[src/verilog/flash_cmd_map.vh]
// Purpose: constants of the external flash command controller
// Assumes: unlock addresses and codes of the usual parallel flash command set
// Notes: all timing counts are cycles of sys_clk (20 MHz, 50 ns)
`ifndef FLASH_CMD_MAP_VH
`define FLASH_CMD_MAP_VH

`define CLK_PERIOD_NS     50
// bus cycle phase lengths in ns and derived cycle counts (rounded up)
`define T_SETUP_NS        50
`define T_PULSE_NS        50
`define T_ACCESS_NS       100
`define T_RECOVER_NS      50
`define SETUP_CYC   ((`T_SETUP_NS   + `CLK_PERIOD_NS - 1) / `CLK_PERIOD_NS)
`define PULSE_CYC   ((`T_PULSE_NS   + `CLK_PERIOD_NS - 1) / `CLK_PERIOD_NS)
`define ACCESS_CYC  ((`T_ACCESS_NS  + `CLK_PERIOD_NS - 1) / `CLK_PERIOD_NS)
`define RECOVER_CYC ((`T_RECOVER_NS + `CLK_PERIOD_NS - 1) / `CLK_PERIOD_NS)

// unlock cycles
`define UNLOCK1_ADDR      22'h000555
`define UNLOCK2_ADDR      22'h0002AA
`define UNLOCK1_DATA      8'hAA
`define UNLOCK2_DATA      8'h55

// command codes
`define CMD_PROGRAM       8'hA0
`define CMD_FAST_ENTER    8'h20
`define CMD_FAST_RST1     8'h90
`define CMD_FAST_RST2     8'h00
`define CMD_QUERY         8'h98
`define QUERY_ADDR        22'h000055
`define CMD_READ_RESET    8'hF0
`define CMD_SECURE_ENTER  8'h88
`define CMD_SECURE_EXIT1  8'h90
`define CMD_SECURE_EXIT2  8'h00
`define CMD_PROTECT       8'h60

// protect pattern on A6,A3,A2,A1,A0 and its mask
`define PROT_PAT_MASK     22'h00004F
`define PROT_PAT          22'h000002

// last word address that the secure region overlays
`define SEC_LAST_ADDR     22'h00007F

// user operation codes
`define OP_PROGRAM        4'h0
`define OP_READ           4'h1
`define OP_FAST_ENTER     4'h2
`define OP_FAST_EXIT      4'h3
`define OP_QUERY_ENTER    4'h4
`define OP_READ_RESET     4'h5
`define OP_SECURE_ENTER   4'h6
`define OP_SECURE_EXIT    4'h7
`define OP_PROTECT        4'h8
`define OP_PROT_VERIFY    4'h9

// data polling bit
`define POLL_BIT          7
`endif

[src/verilog/flash_bus_cycle.v]
// Purpose: one asynchronous flash bus cycle (write or read) on the pins
// Assumes: flash is clockless; phase lengths given in sys_clk cycles
// Notes: chip select goes high between cycles so each read is a fresh access
`timescale 1ns/10ps
`include "flash_cmd_map.vh"
module flash_bus_cycle #(
	parameter AW = 22,
	parameter DW = 16
) (
	// clock and reset
	input  wire          sys_clk,
	input  wire          rst_n,
	// request
	input  wire          go,
	input  wire          is_write,
	input  wire [AW-1:0] addr,
	input  wire [DW-1:0] wdata,
	output reg           done,
	output reg  [DW-1:0] rdata,
	// flash pins
	output reg  [AW-1:0] fl_addr,
	output reg  [DW-1:0] fl_dq_o,
	output reg           fl_dq_oe,
	input  wire [DW-1:0] fl_dq_i,
	output reg           fl_ce_n,
	output reg           fl_oe_n,
	output reg           fl_we_n
);
	localparam [3:0] S_IDLE = 4'b0001;
	localparam [3:0] S_SET  = 4'b0010;
	localparam [3:0] S_ACT  = 4'b0100;
	localparam [3:0] S_REC  = 4'b1000;

	// phase lengths cut to the counter width
	localparam integer SETUP_I   = `SETUP_CYC;
	localparam integer PULSE_I   = `PULSE_CYC;
	localparam integer ACCESS_I  = `ACCESS_CYC;
	localparam integer RECOVER_I = `RECOVER_CYC;
	localparam [3:0]   SETUP_N   = SETUP_I[3:0];
	localparam [3:0]   PULSE_N   = PULSE_I[3:0];
	localparam [3:0]   ACCESS_N  = ACCESS_I[3:0];
	localparam [3:0]   RECOVER_N = RECOVER_I[3:0];

	reg [3:0] state_q;
	reg [3:0] cnt_q;
	reg       wr_q;

	always @(posedge sys_clk or negedge rst_n) begin
		if (!rst_n) begin
			state_q  <= S_IDLE;
			cnt_q    <= 4'h0;
			wr_q     <= 1'b0;
			done     <= 1'b0;
			rdata    <= {DW{1'b0}};
			fl_addr  <= {AW{1'b0}};
			fl_dq_o  <= {DW{1'b0}};
			fl_dq_oe <= 1'b0;
			fl_ce_n  <= 1'b1;
			fl_oe_n  <= 1'b1;
			fl_we_n  <= 1'b1;
		end else begin
			done <= 1'b0;
			case (state_q)
			S_IDLE: if (go) begin
				wr_q     <= is_write;
				fl_addr  <= addr;
				fl_dq_o  <= wdata;
				fl_dq_oe <= is_write;
				fl_ce_n  <= 1'b0;
				cnt_q    <= SETUP_N;
				state_q  <= S_SET;
			end
			S_SET: if (cnt_q == 4'h1) begin
				fl_we_n <= ~wr_q;
				fl_oe_n <= wr_q;
				cnt_q   <= wr_q ? PULSE_N : ACCESS_N;
				state_q <= S_ACT;
			end else begin
				cnt_q <= cnt_q - 4'h1;
			end
			S_ACT: if (cnt_q == 4'h1) begin
				if (!wr_q)
					rdata <= fl_dq_i;
				fl_we_n <= 1'b1;
				fl_oe_n <= 1'b1;
				fl_ce_n <= 1'b1;
				cnt_q   <= RECOVER_N;
				state_q <= S_REC;
			end else begin
				cnt_q <= cnt_q - 4'h1;
			end
			S_REC: if (cnt_q == 4'h1) begin
				fl_dq_oe <= 1'b0;
				done     <= 1'b1;
				state_q  <= S_IDLE;
			end else begin
				cnt_q <= cnt_q - 4'h1;
			end
			default: state_q <= S_IDLE;
			endcase
		end
	end
endmodule

[src/verilog/flash_mode_ctrl.v]
// Purpose: host controller issuing extended-mode command sequences to a flash
// Assumes: user holds op/addr/data stable while start is taken; one op at a time
// Notes: programs are followed by data polling on data_line_seven until done or POLL_MAX is reached
`timescale 1ns/10ps
`include "flash_cmd_map.vh"
// Operation
// - fast mode programs skip both unlock cycles
// - in fast mode only fast program/reset
// - fast mode reset command returns to reads
// - bank address on first fast cycle
// - fast program: setup write then address/payload
// - query code at bank address enters query
// - read/reset sequence leaves query mode
// - fresh chip select before secure/array reads
// - secure exit carries bank address cycle three
// - secure mode allows program/protect/exit only; the code also allows read and protect verify
// - secure program uses ordinary program sequence
// - no program suspend during secure program
// - protect: 60h, pattern address, 60h again
module flash_mode_ctrl #(
	parameter AW       = 22,
	parameter DW       = 16,
	parameter POLL_MAX = 16'hFFFF
) (
	// clock and reset
	input  wire          sys_clk,
	input  wire          rst_n,
	// user command port
	input  wire          start,
	input  wire [3:0]    op,
	input  wire [AW-1:0] op_addr,
	input  wire [DW-1:0] op_data,
	output reg           busy,
	output reg           op_done,
	output reg           op_error,
	output reg  [DW-1:0] rd_data,
	output reg           fast_active,
	output reg           query_active,
	output reg           secure_active,
	// flash pins
	output wire [AW-1:0] fl_addr,
	output wire [DW-1:0] fl_dq_o,
	output wire          fl_dq_oe,
	input  wire [DW-1:0] fl_dq_i,
	output wire          fl_ce_n,
	output wire          fl_oe_n,
	output wire          fl_we_n
);
	localparam [3:0] S_IDLE = 4'b0001;
	localparam [3:0] S_SEQ  = 4'b0010;
	localparam [3:0] S_POLL = 4'b0100;
	localparam [3:0] S_END  = 4'b1000;

	reg [3:0]    state_q;
	reg [3:0]    op_q;
	reg [AW-1:0] addr_q;
	reg [DW-1:0] data_q;
	reg [2:0]    step_q;
	reg [15:0]   poll_q;
	reg          go_q;
	reg          cyc_wr;
	reg [AW-1:0] cyc_addr;
	reg [DW-1:0] cyc_data;
	reg [2:0]    last_step;
	reg          prot_q;
	wire         cyc_done;
	wire [DW-1:0] cyc_rdata;

	// bank select bits above the sector offset
	wire [AW-1:0] bank_base = {addr_q[AW-1:AW-3], {(AW-3){1'b0}}};

	// legality of an operation given the current mode
	function op_legal;
		input [3:0] o;
		input       fm;
		input       sm;
		begin
			if (fm)
				op_legal = (o == `OP_PROGRAM) || (o == `OP_FAST_EXIT);
			else if (sm)
				op_legal = (o == `OP_PROGRAM) || (o == `OP_PROTECT) ||
					(o == `OP_SECURE_EXIT) || (o == `OP_READ) ||
					(o == `OP_PROT_VERIFY);
			else
				op_legal = (o != `OP_FAST_EXIT) && (o != `OP_SECURE_EXIT) &&
					(o != `OP_PROTECT) && (o != `OP_PROT_VERIFY);
		end
	endfunction

	// word addresses covered by the secure region
	function sec_hit;
		input [AW-1:0] a;
		begin
			sec_hit = (a <= `SEC_LAST_ADDR);
		end
	endfunction

	// program into a region already read back as locked is refused
	wire         locked_hit = secure_active && prot_q && (op == `OP_PROGRAM) &&
		sec_hit(op_addr);

	// cycle table: which write or read each step issues
	always @* begin
		cyc_wr    = 1'b1;
		cyc_addr  = `UNLOCK1_ADDR;
		cyc_data  = {{(DW-8){1'b0}}, `UNLOCK1_DATA};
		last_step = 3'd2;
		if (step_q == 3'd1) begin
			cyc_addr = `UNLOCK2_ADDR;
			cyc_data = {{(DW-8){1'b0}}, `UNLOCK2_DATA};
		end
		case (op_q)
		`OP_PROGRAM: begin
			if (fast_active) begin
				last_step = 3'd1;
				cyc_addr  = (step_q == 3'd0) ? bank_base : addr_q;
				cyc_data  = (step_q == 3'd0) ? {{(DW-8){1'b0}}, `CMD_PROGRAM} : data_q;
			end else begin
				last_step = 3'd3;
				if (step_q == 3'd2) begin
					cyc_addr = `UNLOCK1_ADDR;
					cyc_data = {{(DW-8){1'b0}}, `CMD_PROGRAM};
				end else if (step_q == 3'd3) begin
					cyc_addr = addr_q;
					cyc_data = data_q;
				end
			end
		end
		`OP_READ: begin
			last_step = 3'd0;
			cyc_wr    = 1'b0;
			cyc_addr  = addr_q;
			cyc_data  = {DW{1'b0}};
		end
		`OP_FAST_ENTER, `OP_SECURE_ENTER, `OP_READ_RESET: begin
			if (step_q == 3'd2) begin
				cyc_addr = (op_q == `OP_FAST_ENTER) ? `UNLOCK1_ADDR | bank_base :
					`UNLOCK1_ADDR;
				cyc_data = {{(DW-8){1'b0}},
					(op_q == `OP_FAST_ENTER) ? `CMD_FAST_ENTER :
					(op_q == `OP_SECURE_ENTER) ? `CMD_SECURE_ENTER :
					`CMD_READ_RESET};
			end
		end
		`OP_FAST_EXIT: begin
			last_step = 3'd1;
			cyc_addr  = bank_base;
			cyc_data  = {{(DW-8){1'b0}},
				(step_q == 3'd0) ? `CMD_FAST_RST1 : `CMD_FAST_RST2};
		end
		`OP_QUERY_ENTER: begin
			last_step = 3'd0;
			cyc_addr  = `QUERY_ADDR | bank_base;
			cyc_data  = {{(DW-8){1'b0}}, `CMD_QUERY};
		end
		`OP_SECURE_EXIT: begin
			last_step = 3'd3;
			if (step_q == 3'd2) begin
				cyc_addr = `UNLOCK1_ADDR | bank_base;
				cyc_data = {{(DW-8){1'b0}}, `CMD_SECURE_EXIT1};
			end else if (step_q == 3'd3) begin
				cyc_addr = bank_base;
				cyc_data = {{(DW-8){1'b0}}, `CMD_SECURE_EXIT2};
			end
		end
		`OP_PROTECT: begin
			last_step = 3'd1;
			cyc_addr  = (addr_q & ~`PROT_PAT_MASK) | `PROT_PAT;
			cyc_data  = {{(DW-8){1'b0}}, `CMD_PROTECT};
		end
		`OP_PROT_VERIFY: begin
			last_step = 3'd0;
			cyc_wr    = 1'b0;
			cyc_addr  = (addr_q & ~`PROT_PAT_MASK) | `PROT_PAT;
			cyc_data  = {DW{1'b0}};
		end
		default: begin
			last_step = 3'd0;
			cyc_wr    = 1'b0;
			cyc_addr  = addr_q;
		end
		endcase
		// status polling reads back the program target
		if (state_q == S_POLL) begin
			cyc_wr   = 1'b0;
			cyc_addr = addr_q;
			cyc_data = {DW{1'b0}};
		end
	end

	flash_bus_cycle #(
		.AW(AW),
		.DW(DW)
	) u_cycle (
		.sys_clk  (sys_clk),
		.rst_n    (rst_n),
		.go       (go_q),
		.is_write (cyc_wr),
		.addr     (cyc_addr),
		.wdata    (cyc_data),
		.done     (cyc_done),
		.rdata    (cyc_rdata),
		.fl_addr  (fl_addr),
		.fl_dq_o  (fl_dq_o),
		.fl_dq_oe (fl_dq_oe),
		.fl_dq_i  (fl_dq_i),
		.fl_ce_n  (fl_ce_n),
		.fl_oe_n  (fl_oe_n),
		.fl_we_n  (fl_we_n)
	);

	always @(posedge sys_clk or negedge rst_n) begin
		if (!rst_n) begin
			state_q       <= S_IDLE;
			op_q          <= 4'h0;
			addr_q        <= {AW{1'b0}};
			data_q        <= {DW{1'b0}};
			step_q        <= 3'd0;
			poll_q        <= 16'h0000;
			go_q          <= 1'b0;
			busy          <= 1'b0;
			op_done       <= 1'b0;
			op_error      <= 1'b0;
			rd_data       <= {DW{1'b0}};
			fast_active   <= 1'b0;
			query_active  <= 1'b0;
			secure_active <= 1'b0;
			prot_q        <= 1'b0;
		end else begin
			go_q    <= 1'b0;
			op_done <= 1'b0;
			case (state_q)
			S_IDLE: if (start) begin
				op_q     <= op;
				addr_q   <= op_addr;
				data_q   <= op_data;
				step_q   <= 3'd0;
				busy     <= 1'b1;
				op_error <= 1'b0;
				if (op_legal(op, fast_active, secure_active) && !locked_hit) begin
					go_q    <= 1'b1;
					state_q <= S_SEQ;
				end else begin
					op_error <= 1'b1;
					state_q  <= S_END;
				end
			end
			S_SEQ: if (cyc_done) begin
				if (step_q != last_step) begin
					step_q <= step_q + 3'd1;
					go_q   <= 1'b1;
				end else if (op_q == `OP_PROGRAM) begin
					poll_q  <= 16'h0000;
					go_q    <= 1'b1;
					state_q <= S_POLL;
				end else begin
					if (!cyc_wr)
						rd_data <= cyc_rdata;
					// verify bit zero set: region locked until reset
					if (op_q == `OP_PROT_VERIFY && cyc_rdata[0])
						prot_q <= 1'b1;
					case (op_q)
					`OP_FAST_ENTER:   fast_active   <= 1'b1;
					`OP_FAST_EXIT:    fast_active   <= 1'b0;
					`OP_QUERY_ENTER:  query_active  <= 1'b1;
					`OP_READ_RESET:   query_active  <= 1'b0;
					`OP_SECURE_ENTER: secure_active <= 1'b1;
					`OP_SECURE_EXIT:  secure_active <= 1'b0;
					default: ;
					endcase
					state_q <= S_END;
				end
			end
			S_POLL: if (cyc_done) begin
				poll_q <= poll_q + 16'h0001;
				if (cyc_rdata[`POLL_BIT] == data_q[`POLL_BIT]) begin
					rd_data <= cyc_rdata;
					state_q <= S_END;
				end else if (poll_q == POLL_MAX) begin
					op_error <= 1'b1;
					state_q  <= S_END;
				end else begin
					go_q <= 1'b1;
				end
			end
			S_END: begin
				busy    <= 1'b0;
				op_done <= 1'b1;
				state_q <= S_IDLE;
			end
			default: state_q <= S_IDLE;
			endcase
		end
	end
endmodule

[config.mk]
export PLATFORM = sky130hd
export DESIGN_NAME = flash_mode_ctrl
export DESIGN_NICKNAME = d
export VERILOG_FILES = /design/src/verilog/flash_bus_cycle.v /design/src/verilog/flash_mode_ctrl.v
export VERILOG_INCLUDE_DIRS = /design/src /design/src/verilog
export SDC_FILE = /design/constraint.sdc
export NUM_CORES = 1
export LEC_CHECK = 0
export BUFFER_PORTS_ARGS = -buffer_cell sky130_fd_sc_hd__buf_4
export CAP_MARGIN = 10
export CORE_MARGIN = 8
export CORE_UTILIZATION = 43
export DETAILED_ROUTE_END_ITERATION = 10
export HOLD_SLACK_MARGIN = 0.15
export PLACE_DENSITY = 0.67
export SLEW_MARGIN = 10
export SYNTH_ARGS = -nofsm -noshare
export SYNTH_HDL_FRONTEND = slang
export SYNTH_SLANG_ARGS = --single-unit
[constraint.sdc]
create_clock -name sys_clk -period 3 [get_ports sys_clk]
set_clock_uncertainty 0.1 [all_clocks]
set_input_delay 0.9 -clock sys_clk [delete_from_list [all_inputs] [get_ports sys_clk]]
set_output_delay 0.9 -clock sys_clk [all_outputs]
set_load 0.05 [all_outputs]
==> impl_results.md, run 1 <==
* Core ar. at 17800 um2
* Top cell type's share of synthesized area at 0.494
* Largest net degree at the start of global routing at 58
* Commonest non-fill, non-tap cells in the layout: 170 x nand2_1, 153 x buf_4, 152 x dfrtp_1
* Initial DRT Pass Iterations at 5
* Synth Area in Compound Gates at 0.178
* Final TNS setup at 0 ns
* #FFs+latches synth at 157
* Syn_nets at 867
* Initial antenna violation count at 0
* Synth Area in Adders at 0.0130
* First-pass GRT wire length at 34.0 mm
* TritonCTS Buffers at 17
* DPL Wire Length at 14.9 mm
* Worst Path Max Fanout at 6
* Fin nets at 999
* Wire per inst at roughly 18 um
* WL final at between 20 and 25 mm
* Max-Cap Viols at 0
* Largest family of logic cells by synthesized area: simple AND/OR/NAND/NOR gates
* Ys Warns at 0
* Synth cell types at 71
* Post-CTS Setup Bufs at 0
* Synth area leader: dfrtp_1
* Setup-failing EPs final at 0
* Num ports at 125
* # H-tree levels at 4
* Post-Synthesis Cells at 798
* Post-synth EDFFs at 0
* Die Wd at around 150 um
* Unrepaired setup endpoints after global routing: false
* Leakage at 4.63 nW
* # port buffers at 124
* Peak VDD IR at about 0.0006 V
* Top cells by area, synth: dfrtp_1 49%, nand2_1 8.3%, mux2_2 3.7%, a22o_1 3.4%, o21ai_0 3.3%
* Final worst path period need at approximately 2.7 ns
* PwrDens at just over 900 nW/um2
* Setup CP Type: register to register
* Initial core utilization at 0.433
* Worst-Margin Slew at 0.792 ns
* Mux contribution to synthesized area at 0.0613
* Sequential area share after synthesis at 0.511
* Vias per Instance at 5.54
* CP Launch Type: register
* Syn avg cell area at 9.64 um2
* Routability cong. at about 0.93
* Vias in the first global route at 6500
* DRC at 0
* Post-Synth Simple-Gate Area at 0.199
* Grt ovf at 0
* Worst Setup End Kind: register
* # rows at 49
* Via Count at 6493
* Placed Cells at 1140
* Post-cts sizing count at 0
* Most common cell after layout, fill and taps aside: nand2_1
* Critical path arrival at 2.89 ns
* Worst slew margin at 0.467
* Die Ht at 150 um
* Reg-to-reg slack, setup at 0.33 ns
* Async S/R FF share, synth at 1.00
* Final non-filler cell total at 1172
* Hold buffers post-CTS at 0
* Worst-path clk slew at 0.07 ns
* Status: completed
* Synth Area in XOR/XNOR at 0.00569
* Share of cells above drive strength 1 at 0.259
* All-Layer GR Usage at 0.190
* # diodes at 0
* Initial DRC Count at 480
* Area growth, synth to finish at 24.3%
* Min-Delay Path Class: input pin to async pin
* Antenna Nets Post-Route at 0
* Die Area at 22400 um2
* Final Hold Vio Count at 0
* Clk_lat worst skew at 0.43 ns
* Fmax achieved at roughly 370 MHz
* Max-slew violations at 0
* Top FF cell, synth: dfrtp_1
* Tcrit/Tclk final at 0.890
* Sink Count at ~160
* Clock buffer depth at 2
* TritonCTS clock tree: built
* Cell area after synthesis at 7700 um2
* Root Driver: clkbuf_16
* Crit path required time at between 3 and 4 ns
==> per-layer routing <==
metal | part of all wire | global-route usage
met4 | 0.012 | 0.0500
met5 | 0 | 0
met1 | 0.45 | 0.255
met3 | 0.072 | 0.0590
met2 | 0.46 | 0.291
==> flip-flops by register name (all words and copies together), names as in the netlist, 3 cells and up <==
register and flops:
u_cycle.cnt_q 4, op_q 4, poll_q 16, u_cycle.state_q 4, step_q 3, u_cycle.fl_addr 22, u_cycle.rdata 16, addr_q 22
rd_data 16, u_cycle.fl_dq_o 16, data_q 16, state_q 4
==> Yosys cell counts, drive strengths merged (13+ instances only) <==
cell,n
nand2b,13
a22o,30
nor3,26
nor2,47
o21ai,53
dfrtp,152
inv,17
clkbuf,34
nand2,170
a31oi,15
a21oi,34
mux2,35
==> power breakdown <==
part / switching (mW) / internal, mW
clock: 0.943 / 1.09
combinational: 2.29 / 1.24
sequential: 0.481 / 2.73
total: 3.71 / 5.06
==> area by class of cell <==
cell class                 instances  area [um2]
clock buffer                      18         429
clock inverter                    14         133
fill                            1661        8210
inverter                          17        63.8
multi-input combinational        581        3520
sequential                       157        3940
tap                              229         287
timing repair buffer             156        1200
==> cell families after synthesis <==
logic type      Yosys count
simple gates            328
compound gates          201
xor+xnor                  5
mux                      39
fa+ha+maj                 8
buf+inv                  60
flops                   157
==> final timing paths <==
path | from | endpoint | cells past startpoint
min in group sys_clk | data_q[0]$_DFFE_PN0P_ | data_q[0]$_DFFE_PN0P_ | 2
setup / recovery | poll_q[0]$_DFFE_PN0P_ | state_q[2]$_DFFE_PN0P_ | 7
max in group asynchronous | rst_n | u_cycle.fl_we_n$_DFFE_PN1P_ | 2
hold / removal | rst_n | u_cycle.fl_addr[12]$_DFFE_PN0P_ | 1
setup reg to reg | poll_q[0]$_DFFE_PN0P_ | state_q[2]$_DFFE_PN0P_ | 7
hold reg to reg | data_q[0]$_DFFE_PN0P_ | data_q[0]$_DFFE_PN0P_ | 2
==> metrics by stage <==
step	worst slack, ns	utilization	hold slack, ns	total power, mW	cell area [um2]
global placement	0.475	0.507	0.354	6.74	9010
floorplan	0.193	-	0.340	5.59	7700
CTS	0.353	0.538	0.302	8.84	9570
finish	0.329	0.538	0.297	8.77	9570
global route	0.115	0.538	0.313	9.34	9570
detailed placement	0.371	0.507	0.360	6.77	9010
==> critical path: stages (launching register included) <==
cell,delay [ns]
dfrtp_1,0.42
ha_1,0.23
nand3_1,0.18
or2_1,0.31
nor3_2,0.28
a31oi_1,0.18
or4_1,0.57
mux2_2,0.29
No activity file was read; power rests on OpenSTA's default activity.
==> run 2: changes to the inputs <==
--- a/config.mk
+++ b/config.mk
@@ -8,11 +8,13 @@
 export LEC_CHECK = 0
 export BUFFER_PORTS_ARGS = -buffer_cell sky130_fd_sc_hd__buf_4
 export CAP_MARGIN = 10
+export CELL_PAD_IN_SITES_DETAIL_PLACEMENT = 0
+export CELL_PAD_IN_SITES_GLOBAL_PLACEMENT = 1
 export CORE_MARGIN = 8
-export CORE_UTILIZATION = 43
+export CORE_UTILIZATION = 40
 export DETAILED_ROUTE_END_ITERATION = 10
 export HOLD_SLACK_MARGIN = 0.15
-export PLACE_DENSITY = 0.67
+export PLACE_DENSITY = 0.78
 export SLEW_MARGIN = 10
 export SYNTH_ARGS = -nofsm -noshare
 export SYNTH_HDL_FRONTEND = slang
==> run 2 against run 1 <==
Effect of this change:
- worst setup slack improved by 0.017 ns
- clock-buffer cell count unchanged
- hold slack improved by 0.036 ns
- total power about the same
- flip-flop and latch count is the same
- fmax increased by 0.62%
- sequential share of layout area shrank 0.064 points
- die area rose by 6.7%
- utilization fell by 2.8 points
- highest routed layer unchanged
==> impl_results.md, run 2 (synthesis results as in run 1) <==
* Status: completed
* CP Launch Type: register
* All-Layer GR Usage at 0.177
* Initial antenna violation count at 0
* PnR worst setup slack at 0.345 ns
* Post-CTS Setup Bufs at 0
* TritonCTS Buffers at 17
* Sink Count at approximately 160
* Setup-failing EPs final at 0
* Initial DRT Pass Iterations at 5
* Placed instance area at 9010 um2
* Num ports at 125
* Vias in the first global route at between 6k and 7k
* Clock buffer depth at 2
* WL final at 20.8 mm
* Core Util, Final at 0.511
* Most common cell after layout, fill and taps aside: nand2_1
* # port buffers at 124
* FF/Latch Area at a little under 4000 um2
* Placed Cells at 1145
* Critical path arrival at 2.89 ns
* Largest regs: addr_q x22, u_cycle.fl_addr x22
* # diodes at 0
* # H-tree levels at 4
* Multi-input logic area at between 3000 and 4000 um2
* TritonCTS clock tree: built
* Root Driver: clkbuf_16
* DPL Wire Length at 15.1 mm
* Initial DRC Count at 419
* Largest net degree at the start of global routing at 58
* Worst Setup End Kind: register
* Die Ht at 155 um
* Peak VDD IR at 0.000583 V
* Min-Delay Path Class: input pin to async pin
* Final Cell Area at 9580 um2
* Routability cong. at 0.866
* Worst-path clk slew at 0.07 ns
* Vias per Instance at 5.43
* PwrDens at 916 nW/um2
* Area growth, synth to finish at 24.5%
* Final TNS setup at 0 ns
* Die Area at 23900 um2
* # rows at 50
* Antenna Nets Post-Route at 0
* Fin nets at 999
* Core ar. at approximately 19000 um2
* Share of cells above drive strength 1 at 0.260
* Clk_lat worst skew at between 0.4 and 0.5 ns
* Die Wd at approximately 150 um
* Via Count at about 6.4k
* Crit path required time at 3.24 ns
* Grt ovf at 0
* PnR Total Power at 8.78 mW
* Final non-filler cell total at ~1.2k
* Post-cts sizing count at 0
* Worst-Margin Slew at 0.717 ns
* Final Hold Vio Count at 0
* Final worst path period need at 2.65 ns
* Worst slew margin at 0.518
* Tcrit/Tclk final at 0.885
* Initial core utilization at 0.410
* Filler cell count at 1761
* First-pass GRT wire length at about 34 mm
* Unrepaired setup endpoints after global routing: false
* Setup CP Type: register to register
* Pre-CTS setup slack at ~0.37 ns
* Leakage at around 4.6 nW
* Fmax achieved at 377 MHz
* Wire per inst at ~18 um
* Max-Cap Viols at 0
* Commonest non-fill, non-tap cells in the layout: 170 x nand2_1, 153 x buf_4, 152 x dfrtp_1
* Max-slew violations at 0
* Final hold slack at roughly 0.33 ns
* Hold buffers post-CTS at 0
* Worst Path Max Fanout at 8
* DRC at 0
## run 2: changes by cell type in the layout (fill, tap and decap cells not counted)
| cell | before | now |
|---|---|---|
| clkbuf_1 | 1 | 0 |
| clkbuf_8 | 0 | 1 |
| inv_8 | 2 | 0 |
| clkinv_4 | 5 | 4 |
| clkinv_8 | 1 | 2 |
| inv_6 | 4 | 5 |
| clkinv_2 | 0 | 1 |
## run 2: area by class of cell
cell class / count / share of cell area
clock buffer: 18 / 0.0458
clock inverter: 14 / 0.0137
inverter: 17 / 0.00666
multi-input combinational: 581 / 0.367
sequential: 157 / 0.411
tap: 234 / 0.0305
timing repair buffer: 156 / 0.125
## run 2: worst paths after layout
kind,end,cells after the start,slack [ns],start
min reg2reg,data_q[0]$_DFFE_PN0P_,2,0.37,data_q[0]$_DFFE_PN0P_
max,u_cycle.fl_addr[3]$_DFFE_PN0P_,8,0.35,step_q[0]$_DFFE_PN0P_
max in group asynchronous,u_cycle.state_q[0]$_DFFE_PN1P_,2,1.71,rst_n
max reg2reg,u_cycle.fl_addr[3]$_DFFE_PN0P_,8,0.35,step_q[0]$_DFFE_PN0P_
min,poll_q[9]$_DFFE_PN0P_,1,0.33,rst_n
min in group sys_clk,data_q[0]$_DFFE_PN0P_,2,0.37,data_q[0]$_DFFE_PN0P_
## run 2: power by group
part	switching [mW]	internal, mW
registers	0.474	2.73
logic	2.28	1.25
clock network	0.928	1.11
## run 2: critical path, cell delays in order, from the launching register on
cell and delay [ns]:
dfrtp_1 0.41, inv_1 0.11, ha_1 0.30, or3b_2 0.55, a2111oi_2 0.62, nor2_1 0.12, nor2b_1 0.14, o2bb2ai_1 0.08
o21ai_0 0.13
## run 2: layer usage
layer  routed length [um]  part of all wire  vias to the layer above  global-route usage
li1                     -                 -                     3124                   -
met1                 9630              0.46                     3060               0.240
met2                 9690              0.47                      192               0.277
met3                 1310             0.063                       13              0.0496
met4                  157            0.0076                        0              0.0429
met5                    0                 0                        -                   0
